===== src/core/sswcg_pkg.sv =====
/*
 Package for the supply supervisor: timing counts, states and carrier structs.
 Assumes a 10 MHz core clock and analog comparator results arriving as levels.
*/
// Notes on behaviour
// - Backup needs supply below threshold and battery
// - Backup flag high exactly while in backup
// - No backup before main supply first present
// - Backup forces reset, idle outputs, low good/line
// - Chip-select passes through unless reset asserted
// - Select high at reset stays high throughout
// - Select low at reset held 12us, then high
// - Decoupled select output driven inactive high
// - Low-line warning asserts ahead of reset
// - Low-line releases only after reset released
// - Manual reset low holds reset asserted
// - Reset held 145ms after manual release
// - Manual reset input debounced internally
// - Kick timeout flags fault, pulse or output low
// - Watchdog timer cleared by reset and edges
// - Periodic 40us opposite-level probe detects floating
// - Watchdog disabled in backup mode
// - Fault output low until next edge or reset
// - Fault tied to manual reset repeats pulses
// - Reset held 145ms after supply recovers
package sswcg_pkg;
	localparam int CLK_HZ = 10_000_000;
	localparam int CS_HOLD_NS = 12_000;
	localparam int CS_HOLD_CYC = (CS_HOLD_NS * (CLK_HZ / 1_000_000) + 999) / 1000;
	localparam int RST_TIMEOUT_MS = 145;
	localparam int RST_TIMEOUT_CYC = RST_TIMEOUT_MS * (CLK_HZ / 1000);
	localparam int WD_TIMEOUT_MS = 1090;
	localparam int WD_TIMEOUT_CYC = WD_TIMEOUT_MS * (CLK_HZ / 1000);
	localparam int PROBE_NS = 40_000;
	localparam int PROBE_CYC = (PROBE_NS * (CLK_HZ / 1_000_000) + 999) / 1000;
	localparam int PROBE_PERIOD_MS = 100;
	localparam int PROBE_PERIOD_CYC = PROBE_PERIOD_MS * (CLK_HZ / 1000);
	localparam int DEBOUNCE_US = 1000;
	localparam int DEBOUNCE_CYC = DEBOUNCE_US * (CLK_HZ / 1_000_000);
	localparam int CNT_W = 24;

	typedef enum logic [1:0] {CS_PASS, CS_HOLD, CS_BLOCK} sswcg_cs_state_t;

	typedef struct packed {
		logic below_reset_th;
		logic below_backup;
		logic below_low_line;
	} sswcg_cmp_t;

	typedef struct packed {
		logic wd_pull_oe;
		logic wd_pull_level;
	} sswcg_probe_t;
endpackage


===== src/core/sswcg_top.sv =====
/*
 Supply supervisor: backup decision, reset generation, watchdog with
 floating-input probe, and chip-select gating.
 Assumes comparator results and pins are asynchronous; each is synchronised.
*/
`timescale 1ns/1ns
module sswcg_top #(
	parameter int RST_CYC = sswcg_pkg::RST_TIMEOUT_CYC,
	parameter int WD_CYC = sswcg_pkg::WD_TIMEOUT_CYC,
	parameter int PROBE_PER_CYC = sswcg_pkg::PROBE_PERIOD_CYC,
	parameter int DEB_CYC = sswcg_pkg::DEBOUNCE_CYC,
	parameter bit WD_PULSES_RESET = 1'b0
) (
	// Clock and reset
	input wire logic core_clk,
	input wire logic sys_rst,
	// Comparators
	input wire sswcg_pkg::sswcg_cmp_t cmp_in,
	input wire logic power_fail_cmp_n,
	input wire logic battery_above_min,
	// Host pins
	input wire logic manual_reset_n,
	input wire logic watchdog_kick_in,
	input wire logic chip_sel_in_n,
	// Outputs
	output logic reset_out,
	output logic backup_active_flag,
	output logic battery_good,
	output logic low_line_warn_n,
	output logic power_fail_n,
	output logic watchdog_fault_n,
	output logic chip_sel_out_n,
	output sswcg_pkg::sswcg_probe_t probe_out
);
	localparam int CW = sswcg_pkg::CNT_W;

	//************************************
	// Synchronisers
	//************************************
	logic [7:0] s1_reg;
	logic [7:0] s2_reg;
	wire [7:0] raw = {cmp_in.below_reset_th, cmp_in.below_backup, cmp_in.below_low_line,
		power_fail_cmp_n, battery_above_min, manual_reset_n, watchdog_kick_in, chip_sel_in_n};
	always_ff @(posedge core_clk or posedge sys_rst) begin
		if (sys_rst) begin
			s1_reg <= 8'hF7;
			s2_reg <= 8'hF7;
		end else begin
			s1_reg <= raw;
			s2_reg <= s1_reg;
		end
	end
	wire below_th = s2_reg[7];
	wire below_bat = s2_reg[6];
	wire below_ll = s2_reg[5];
	wire pf_n = s2_reg[4];
	wire bat_ok = s2_reg[3];
	wire mr_sync_n = s2_reg[2];
	wire kick = s2_reg[1];
	wire cs_in = s2_reg[0];

	//************************************
	// Backup decision
	//************************************
	logic main_seen_reg;
	logic backup_reg;
	wire backup_next = main_seen_reg && below_th && below_bat;
	// Once set, stays set until the next power-on reset
	always_ff @(posedge core_clk or posedge sys_rst) begin
		if (sys_rst) begin
			main_seen_reg <= 1'b0;
		end else if (!below_th) begin
			main_seen_reg <= 1'b1;
		end
	end

	always_ff @(posedge core_clk or posedge sys_rst) begin
		if (sys_rst) begin
			backup_reg <= 1'b0;
		end else begin
			backup_reg <= backup_next;
		end
	end

	//************************************
	// Manual reset debounce
	//************************************
	logic mr_deb_n_reg;
	logic [CW-1:0] deb_cnt_reg;
	wire deb_diff = mr_sync_n != mr_deb_n_reg;
	wire deb_done = deb_cnt_reg == CW'(DEB_CYC - 1);
	// Input must hold its new level for a full count; any bounce restarts it
	wire [CW-1:0] deb_cnt_next = (!deb_diff || deb_done) ? '0 : deb_cnt_reg + 1'b1;
	always_ff @(posedge core_clk or posedge sys_rst) begin
		if (sys_rst) begin
			deb_cnt_reg <= '0;
		end else begin
			deb_cnt_reg <= deb_cnt_next;
		end
	end

	always_ff @(posedge core_clk or posedge sys_rst) begin
		if (sys_rst) begin
			mr_deb_n_reg <= 1'b1;
		end else if (deb_diff && deb_done) begin
			mr_deb_n_reg <= mr_sync_n;
		end
	end

	//************************************
	// Reset generator
	//************************************
	// Sources hold the counter at zero; release only after a full timeout
	logic [CW-1:0] rst_cnt_reg;
	logic wd_pulse_reg;
	wire rst_src = below_th || !mr_deb_n_reg || backup_reg || wd_pulse_reg;
	wire rst_done = rst_cnt_reg == CW'(RST_CYC - 1);
	wire rst_next = rst_src || !rst_done;
	wire [CW-1:0] rst_cnt_inc = rst_done ? rst_cnt_reg : rst_cnt_reg + 1'b1;
	wire [CW-1:0] rst_cnt_next = rst_src ? '0 : rst_cnt_inc;
	always_ff @(posedge core_clk or posedge sys_rst) begin
		if (sys_rst) begin
			rst_cnt_reg <= '0;
		end else begin
			rst_cnt_reg <= rst_cnt_next;
		end
	end

	always_ff @(posedge core_clk or posedge sys_rst) begin
		if (sys_rst) begin
			reset_out <= 1'b1;
		end else begin
			reset_out <= rst_next;
		end
	end
	wire rst_rise = rst_next && !reset_out;

	//************************************
	// Status outputs
	//************************************
	logic ll_hold_reg;
	// Warning latched until reset has released
	wire ll_hold_next = below_ll || (ll_hold_reg && rst_next);
	wire low_line_next = !(below_ll || ll_hold_reg || rst_next || backup_next);
	wire bat_good_next = bat_ok && !backup_next;
	always_ff @(posedge core_clk or posedge sys_rst) begin
		if (sys_rst) begin
			ll_hold_reg <= 1'b1;
		end else begin
			ll_hold_reg <= ll_hold_next;
		end
	end

	always_ff @(posedge core_clk or posedge sys_rst) begin
		if (sys_rst) begin
			low_line_warn_n <= 1'b0;
		end else begin
			low_line_warn_n <= low_line_next;
		end
	end

	always_ff @(posedge core_clk or posedge sys_rst) begin
		if (sys_rst) begin
			backup_active_flag <= 1'b0;
		end else begin
			backup_active_flag <= backup_next;
		end
	end

	always_ff @(posedge core_clk or posedge sys_rst) begin
		if (sys_rst) begin
			battery_good <= 1'b0;
		end else begin
			battery_good <= bat_good_next;
		end
	end

	// Power-fail path ignores backup on purpose
	always_ff @(posedge core_clk or posedge sys_rst) begin
		if (sys_rst) begin
			power_fail_n <= 1'b1;
		end else begin
			power_fail_n <= pf_n;
		end
	end

	//************************************
	// Watchdog and floating probe
	//************************************
	logic kick_d_reg;
	logic [CW-1:0] wd_cnt_reg;
	logic [CW-1:0] probe_cnt_reg;
	logic [CW-1:0] wdp_cnt_reg;
	logic probing_reg;
	logic floating_reg;
	logic probe_lvl_reg;
	wire kick_edge = kick != kick_d_reg;
	wire probe_start = probe_cnt_reg == CW'(PROBE_PER_CYC - 1);
	wire probe_end = probing_reg && probe_cnt_reg == CW'(sswcg_pkg::PROBE_CYC - 1);
	// Edges caused by our own weak pull are not kicks
	wire real_edge = kick_edge && !probing_reg;
	wire wd_off = backup_reg || floating_reg;
	wire wd_clear = rst_rise || real_edge || wd_off;
	wire wd_expire = wd_cnt_reg == CW'(WD_CYC - 1);
	wire wdp_done = wdp_cnt_reg == CW'(RST_CYC - 1);
	wire probe_go = probe_start && !probing_reg;
	wire [CW-1:0] probe_cnt_next = (probe_go || probe_end) ? '0 : probe_cnt_reg + 1'b1;
	wire probe_oe_next = probe_go || (probing_reg && !probe_end);
	// Pull towards the level opposite to what the pin shows now
	wire probe_lvl_next = probe_go ? !kick : probe_lvl_reg;
	// Expiry restarts the count, so a stuck pin faults again and again
	wire [CW-1:0] wd_cnt_next = (wd_clear || wd_expire) ? '0 : wd_cnt_reg + 1'b1;
	wire [CW-1:0] wdp_cnt_next = wd_pulse_reg ? wdp_cnt_reg + 1'b1 : '0;
	wire wd_pulse_set = WD_PULSES_RESET && wd_expire && !wd_clear;
	wire wd_fault_set = !WD_PULSES_RESET && wd_expire;
	// Clear wins over a fault in one cycle: reset and backup force it high
	wire wd_fault_clr = wd_clear || rst_next;
	// Matches the synchroniser's reset level, so no false edge follows reset
	always_ff @(posedge core_clk or posedge sys_rst) begin
		if (sys_rst) begin
			kick_d_reg <= 1'b1;
		end else begin
			kick_d_reg <= kick;
		end
	end

	always_ff @(posedge core_clk or posedge sys_rst) begin
		if (sys_rst) begin
			probe_cnt_reg <= '0;
		end else begin
			probe_cnt_reg <= probe_cnt_next;
		end
	end

	always_ff @(posedge core_clk or posedge sys_rst) begin
		if (sys_rst) begin
			probing_reg <= 1'b0;
			probe_lvl_reg <= 1'b0;
			floating_reg <= 1'b0;
		end else if (probe_go) begin
			probing_reg <= 1'b1;
			probe_lvl_reg <= !kick;
		end else if (probe_end) begin
			probing_reg <= 1'b0;
			floating_reg <= kick == probe_lvl_reg;
		end
	end

	always_ff @(posedge core_clk or posedge sys_rst) begin
		if (sys_rst) begin
			probe_out <= '0;
		end else begin
			probe_out.wd_pull_oe <= probe_oe_next;
			probe_out.wd_pull_level <= probe_lvl_next;
		end
	end

	always_ff @(posedge core_clk or posedge sys_rst) begin
		if (sys_rst) begin
			wd_cnt_reg <= '0;
		end else begin
			wd_cnt_reg <= wd_cnt_next;
		end
	end

	always_ff @(posedge core_clk or posedge sys_rst) begin
		if (sys_rst) begin
			wdp_cnt_reg <= '0;
		end else begin
			wdp_cnt_reg <= wdp_cnt_next;
		end
	end

	// Pulse mode stretches reset through the reset generator
	always_ff @(posedge core_clk or posedge sys_rst) begin
		if (sys_rst) begin
			wd_pulse_reg <= 1'b0;
		end else if (wd_pulse_set) begin
			wd_pulse_reg <= 1'b1;
		end else if (wdp_done) begin
			wd_pulse_reg <= 1'b0;
		end
	end

	// Fault output: low on expiry unless WD_PULSES_RESET, back high on edge or reset
	always_ff @(posedge core_clk or posedge sys_rst) begin
		if (sys_rst) begin
			watchdog_fault_n <= 1'b1;
		end else if (wd_fault_clr) begin
			watchdog_fault_n <= 1'b1;
		end else if (wd_fault_set) begin
			watchdog_fault_n <= 1'b0;
		end
	end

	//************************************
	// Chip-select gating
	//************************************
	// Sampled path adds latency; accepted for a clocked model of the gate
	sswcg_pkg::sswcg_cs_state_t cs_state_reg;
	sswcg_pkg::sswcg_cs_state_t cs_state_next;
	logic [CW-1:0] cs_cnt_reg;
	logic [CW-1:0] cs_cnt_next;
	logic cs_out_next;
	wire cs_hold_done = cs_cnt_reg == CW'(sswcg_pkg::CS_HOLD_CYC - 1);
	// Backup cuts the select at once, whatever the input shows
	wire cs_cut = cs_in || backup_next;
	always_comb begin
		cs_state_next = cs_state_reg;
		cs_cnt_next = cs_cnt_reg;
		cs_out_next = 1'b1;
		unique case (cs_state_reg)
			sswcg_pkg::CS_PASS: begin
				cs_out_next = cs_in;
				if (rst_next) begin
					cs_cnt_next = '0;
					cs_state_next = cs_cut ? sswcg_pkg::CS_BLOCK : sswcg_pkg::CS_HOLD;
					cs_out_next = cs_cut;
				end
			end
			sswcg_pkg::CS_HOLD: begin
				cs_cnt_next = cs_cnt_reg + 1'b1;
				// Hold ends after 12us or when the host ends the access
				if (cs_hold_done || cs_cut) begin
					cs_state_next = sswcg_pkg::CS_BLOCK;
					cs_out_next = 1'b1;
				end else begin
					cs_out_next = 1'b0;
				end
			end
			sswcg_pkg::CS_BLOCK: begin
				cs_out_next = 1'b1;
				if (!rst_next) begin
					cs_state_next = sswcg_pkg::CS_PASS;
				end
			end
		endcase
	end

	always_ff @(posedge core_clk or posedge sys_rst) begin
		if (sys_rst) begin
			cs_state_reg <= sswcg_pkg::CS_BLOCK;
			cs_cnt_reg <= '0;
			chip_sel_out_n <= 1'b1;
		end else begin
			cs_state_reg <= cs_state_next;
			cs_cnt_reg <= cs_cnt_next;
			chip_sel_out_n <= cs_out_next;
		end
	end
endmodule


===== config.mk =====
export PLATFORM = sky130hd
export DESIGN_NAME = sswcg_top
export DESIGN_NICKNAME = d
export VERILOG_FILES = /design/src/core/sswcg_pkg.sv /design/src/core/sswcg_top.sv
export SDC_FILE = /design/constraint.sdc
export NUM_CORES = 1
export LEC_CHECK = 0
export BUFFER_PORTS_ARGS = -buffer_cell sky130_fd_sc_hd__buf_2
export CAP_MARGIN = 5
export CORE_MARGIN = 5
export CORE_UTILIZATION = 47
export DETAILED_ROUTE_END_ITERATION = 12
export PLACE_DENSITY = 0.65
export SYNTH_ARGS = -nofsm -noshare
export SYNTH_HDL_FRONTEND = slang
export SYNTH_SLANG_ARGS = --single-unit

===== constraint.sdc =====
create_clock -name core_clk -period 4.1 [get_ports core_clk]
set_input_delay 0.41 -clock core_clk [delete_from_list [all_inputs] [get_ports core_clk]]
set_output_delay 0.41 -clock core_clk [all_outputs]
set_load 0.02 [all_outputs]

==> results_dict.tcl <==
set metrics [dict create \
    pin_count 19 \
    die-area_um2 18000 \
    netlist.area_leader.share_pct 45.3 \
    numCtsBuffers 17 \
    grt_max_degree 154 \
    routed_wl_mm 14.0 \
    grt_usage_pct 16.8 \
    insertion_delay_ps 420 \
    r2r-end "cs_cnt_reg[21]" \
    switching_share_pct 22.6 \
    reg2reg_slack_ps 1370 \
    netlist_instances 719 \
    p_clk_share_pct 49.4 \
    fmax_ghz 0.366 \
    drc 0 \
    filler_cell_count 1279 \
    seqPwrFrac_pct 42.9 \
    cell_internal_pwr_mw 2.86 \
    hpwlAfterDp_mm 9.28 \
    yosysWarnings 0 \
    r2r-start "rst_cnt_reg[21]" \
    async_reset_ff_share_pct 100 \
    htree_levels 4 \
    outcome "completed" \
    grt_pass1_wl_mm 24.9 \
    initial_core_util_pct 47.8 \
    endpoint "cs_cnt_reg[21]" \
    grt.overflow.total 0 \
    gp_congestion 0.818 \
    synthFlopType "dfrtp_1" \
    rsz0062_at_grt "false" \
    setup_viol 0 \
    leakage_nw 3.41 \
    cts_tree "built" \
    post-cts-setup-buffers 0 \
    hold_ws_ps 86.3 \
    comb_power_share_pct 7.7 \
    grt_pass1_vias 5162 \
    worstMarginPinSlew_ps 1100 \
    synth_edf_count 0 \
    hold_path.class "in2reg" \
    drtAntennaViolNets 0 \
    cp.required_ps 4370 \
    drv_slew 0 \
    holdBufCountCts 0 \
    setup.worst_path.start "rst_cnt_reg[21]" \
    drv_cap 0 \
    antenna_found_initial 0 \
    cts_resized 0 \
    ff2ff_path_depth 5 \
    path_clk_slew_ps 60 \
    hold_viol_final 0 \
    yosysTopAreaCell "dfrtp_1" \
    min_period_ps 2730 \
    port_buffers 18 \
    max-vdd-ir-drop_mv 0.362 \
    rows 45 \
    nets 750 \
    cp-start-kind "register" \
    yosysUniqueCellTypes 48 \
    p_sw_mw 0.838 \
    syn_to_final_growth_pct 12.8 \
    ys_ff_latch 153 \
    yosys-top-cells-area "dfrtp_1 (45%), dfstp_2 (8.0%), xor2_1 (6.8%), nor2_1 (5.7%), xnor2_1 (4.5%)" \
    via_count 5290 \
    cts_sinks 153 \
    skew_ps 10.5 \
    die_x_um 134 \
    drive_gt1_share_pct 11.4 \
    syn_avg_cell_area_um2 10.1 \
    final_min_period_over_clock_period_pct 66.7 \
    via_per_inst 5.67 \
    chipHeight_um 134 \
    coreArea_um2 15100 \
    fin_setup_tns_ps 0 \
    relSlewSlack_pct 26.4 \
    routedWlPerCell_um 15.0 \
    dr.pass1.iters 5 \
    clockRootBuffer "clkbuf_16" \
    yosysSeqAreaShare_pct 53.3 \
    power_density_nw_per_um2 453 \
    synth_fp_nets 737 \
    synth_area_um2 7240 \
    cts_buffer_depth 2 \
    antenna_cells 0 \
    drt_iter0_drc 377 \
    crit_fanout 21 \
    worstSetupPathType "reg2reg" \
    cp-end-kind "register" \
    crit_arrival_ps 3000 \
]
## metal layers
metal | GRT usage [%] | vias up | wire length (um)
li1 | - | 2560 | -
met1 | 23.4 | 2617 | 6740
met2 | 26.3 | 95 | 6620
met3 | 4.09 | 18 | 441
met4 | 5.20 | 0 | 191
met5 | 0 | - | 0
## cell families after synthesis
| kind of cell | count (synthesis) | share of synthesized area, % |
|---|---|---|
| multiplexers | 3 | 0.467 |
| adder cells (fa/ha/maj) | 8 | 1.38 |
| buffers and inverters | 43 | 2.56 |
| XOR/XNOR | 93 | 11.2 |
| flip-flops | 153 | 53.3 |
| AO/OA/AOI/OAI | 71 | 6.15 |
| AND/OR/NAND/NOR | 348 | 24.9 |
## cells in the mapped netlist, types with 3 or more instances
| library cell | instances |
|---|---|
| dfrtp_1 | 131 |
| nor2_1 | 110 |
| xor2_1 | 56 |
| nand2_1 | 47 |
| nand3_1 | 42 |
| xnor2_1 | 37 |
| nand4_1 | 27 |
| and3_1 | 26 |
| nor4_1 | 23 |
| a21oi_1 | 22 |
| dfstp_2 | 22 |
| clkbuf_1 | 19 |
| o21ai_0 | 18 |
| inv_1 | 17 |
| nor3_1 | 16 |
| or4_1 | 13 |
| and4_1 | 12 |
| o31ai_1 | 11 |
| ha_1 | 8 |
| or3_1 | 8 |
| buf_2 | 4 |
| o2111ai_1 | 4 |
| o41ai_1 | 4 |
| or2_2 | 4 |
| and2_1 | 3 |
| mux2_2 | 3 |
| nand2b_1 | 3 |
## power groups by stage
| stage | Combinational (mW) | Sequential (mW) | Clock, mW |
|---|---|---|---|
| after global placement | 0.278 | 1.61 | 0 |
| after detailed placement | 0.287 | 1.61 | 0 |
| final | 0.284 | 1.59 | 1.83 |
| after global routing | 0.326 | 1.59 | 1.93 |
| after CTS | 0.287 | 1.59 | 1.86 |
| after floorplan | 0.213 | 1.62 | 0 |
## area by class of cell
| class | count | area, um^2 | area share [%] |
|---|---|---|---|
| clock buffer | 20 | 447 | 5.47 |
| clock inverter | 12 | 244 | 2.99 |
| inverter | 17 | 67.6 | 0.827 |
| multi-input combinational | 523 | 3200 | 39.2 |
| sequential | 153 | 3860 | 47.2 |
| tap | 188 | 235 | 2.88 |
| timing repair buffer | 20 | 118 | 1.44 |
## cells in the final DEF (no fill, tap or decap), drive strengths merged, types with 12 or more instances in the layout
cell,count
dfrtp,131
nor2,110
xor2,56
nand2,47
nand3,42
xnor2,37
nand4,27
and3,26
nor4,23
a21oi,22
dfstp,22
o21ai,20
buf,20
clkbuf,20
inv,17
nor3,16
or4,14
and4,12
## through the flow
step	setup slack (ps)	instances	util (%)	power [mW]	instance area (um^2)
finish	1370	933	53.9	3.70	8170
global route	909	933	53.9	3.85	8170
CTS	1370	933	53.9	3.74	8170
detailed placement	1360	901	49.4	1.90	7480
floorplan	1780	719	-	1.83	7240
global placement	1480	901	49.4	1.89	7480
## worst max-delay path, cell delays in order, from the launching register on
cell	delay [ps]
dfrtp_1	400
nor4b_1	380
nand4_1	480
nor2_1	1000
or4b_2	260
a21oi_1	60
## worst min path at each step
stage | depth (start not counted) | slack [ps] | startpoint | endpoint
CTS | 1 | 70 | cmp_in[1] | s1_reg[6]
finish | 1 | 90 | watchdog_kick_in | s1_reg[1]
global placement | 0 | 340 | s1_reg[3] | s2_reg[3]
global route | 1 | 70 | cmp_in[2] | s1_reg[7]
detailed placement | 0 | 350 | s1_reg[7] | s2_reg[7]
floorplan | 0 | 330 | s1_reg[3] | s2_reg[3]
Note: power is estimated with default switching activity, not from simulation.
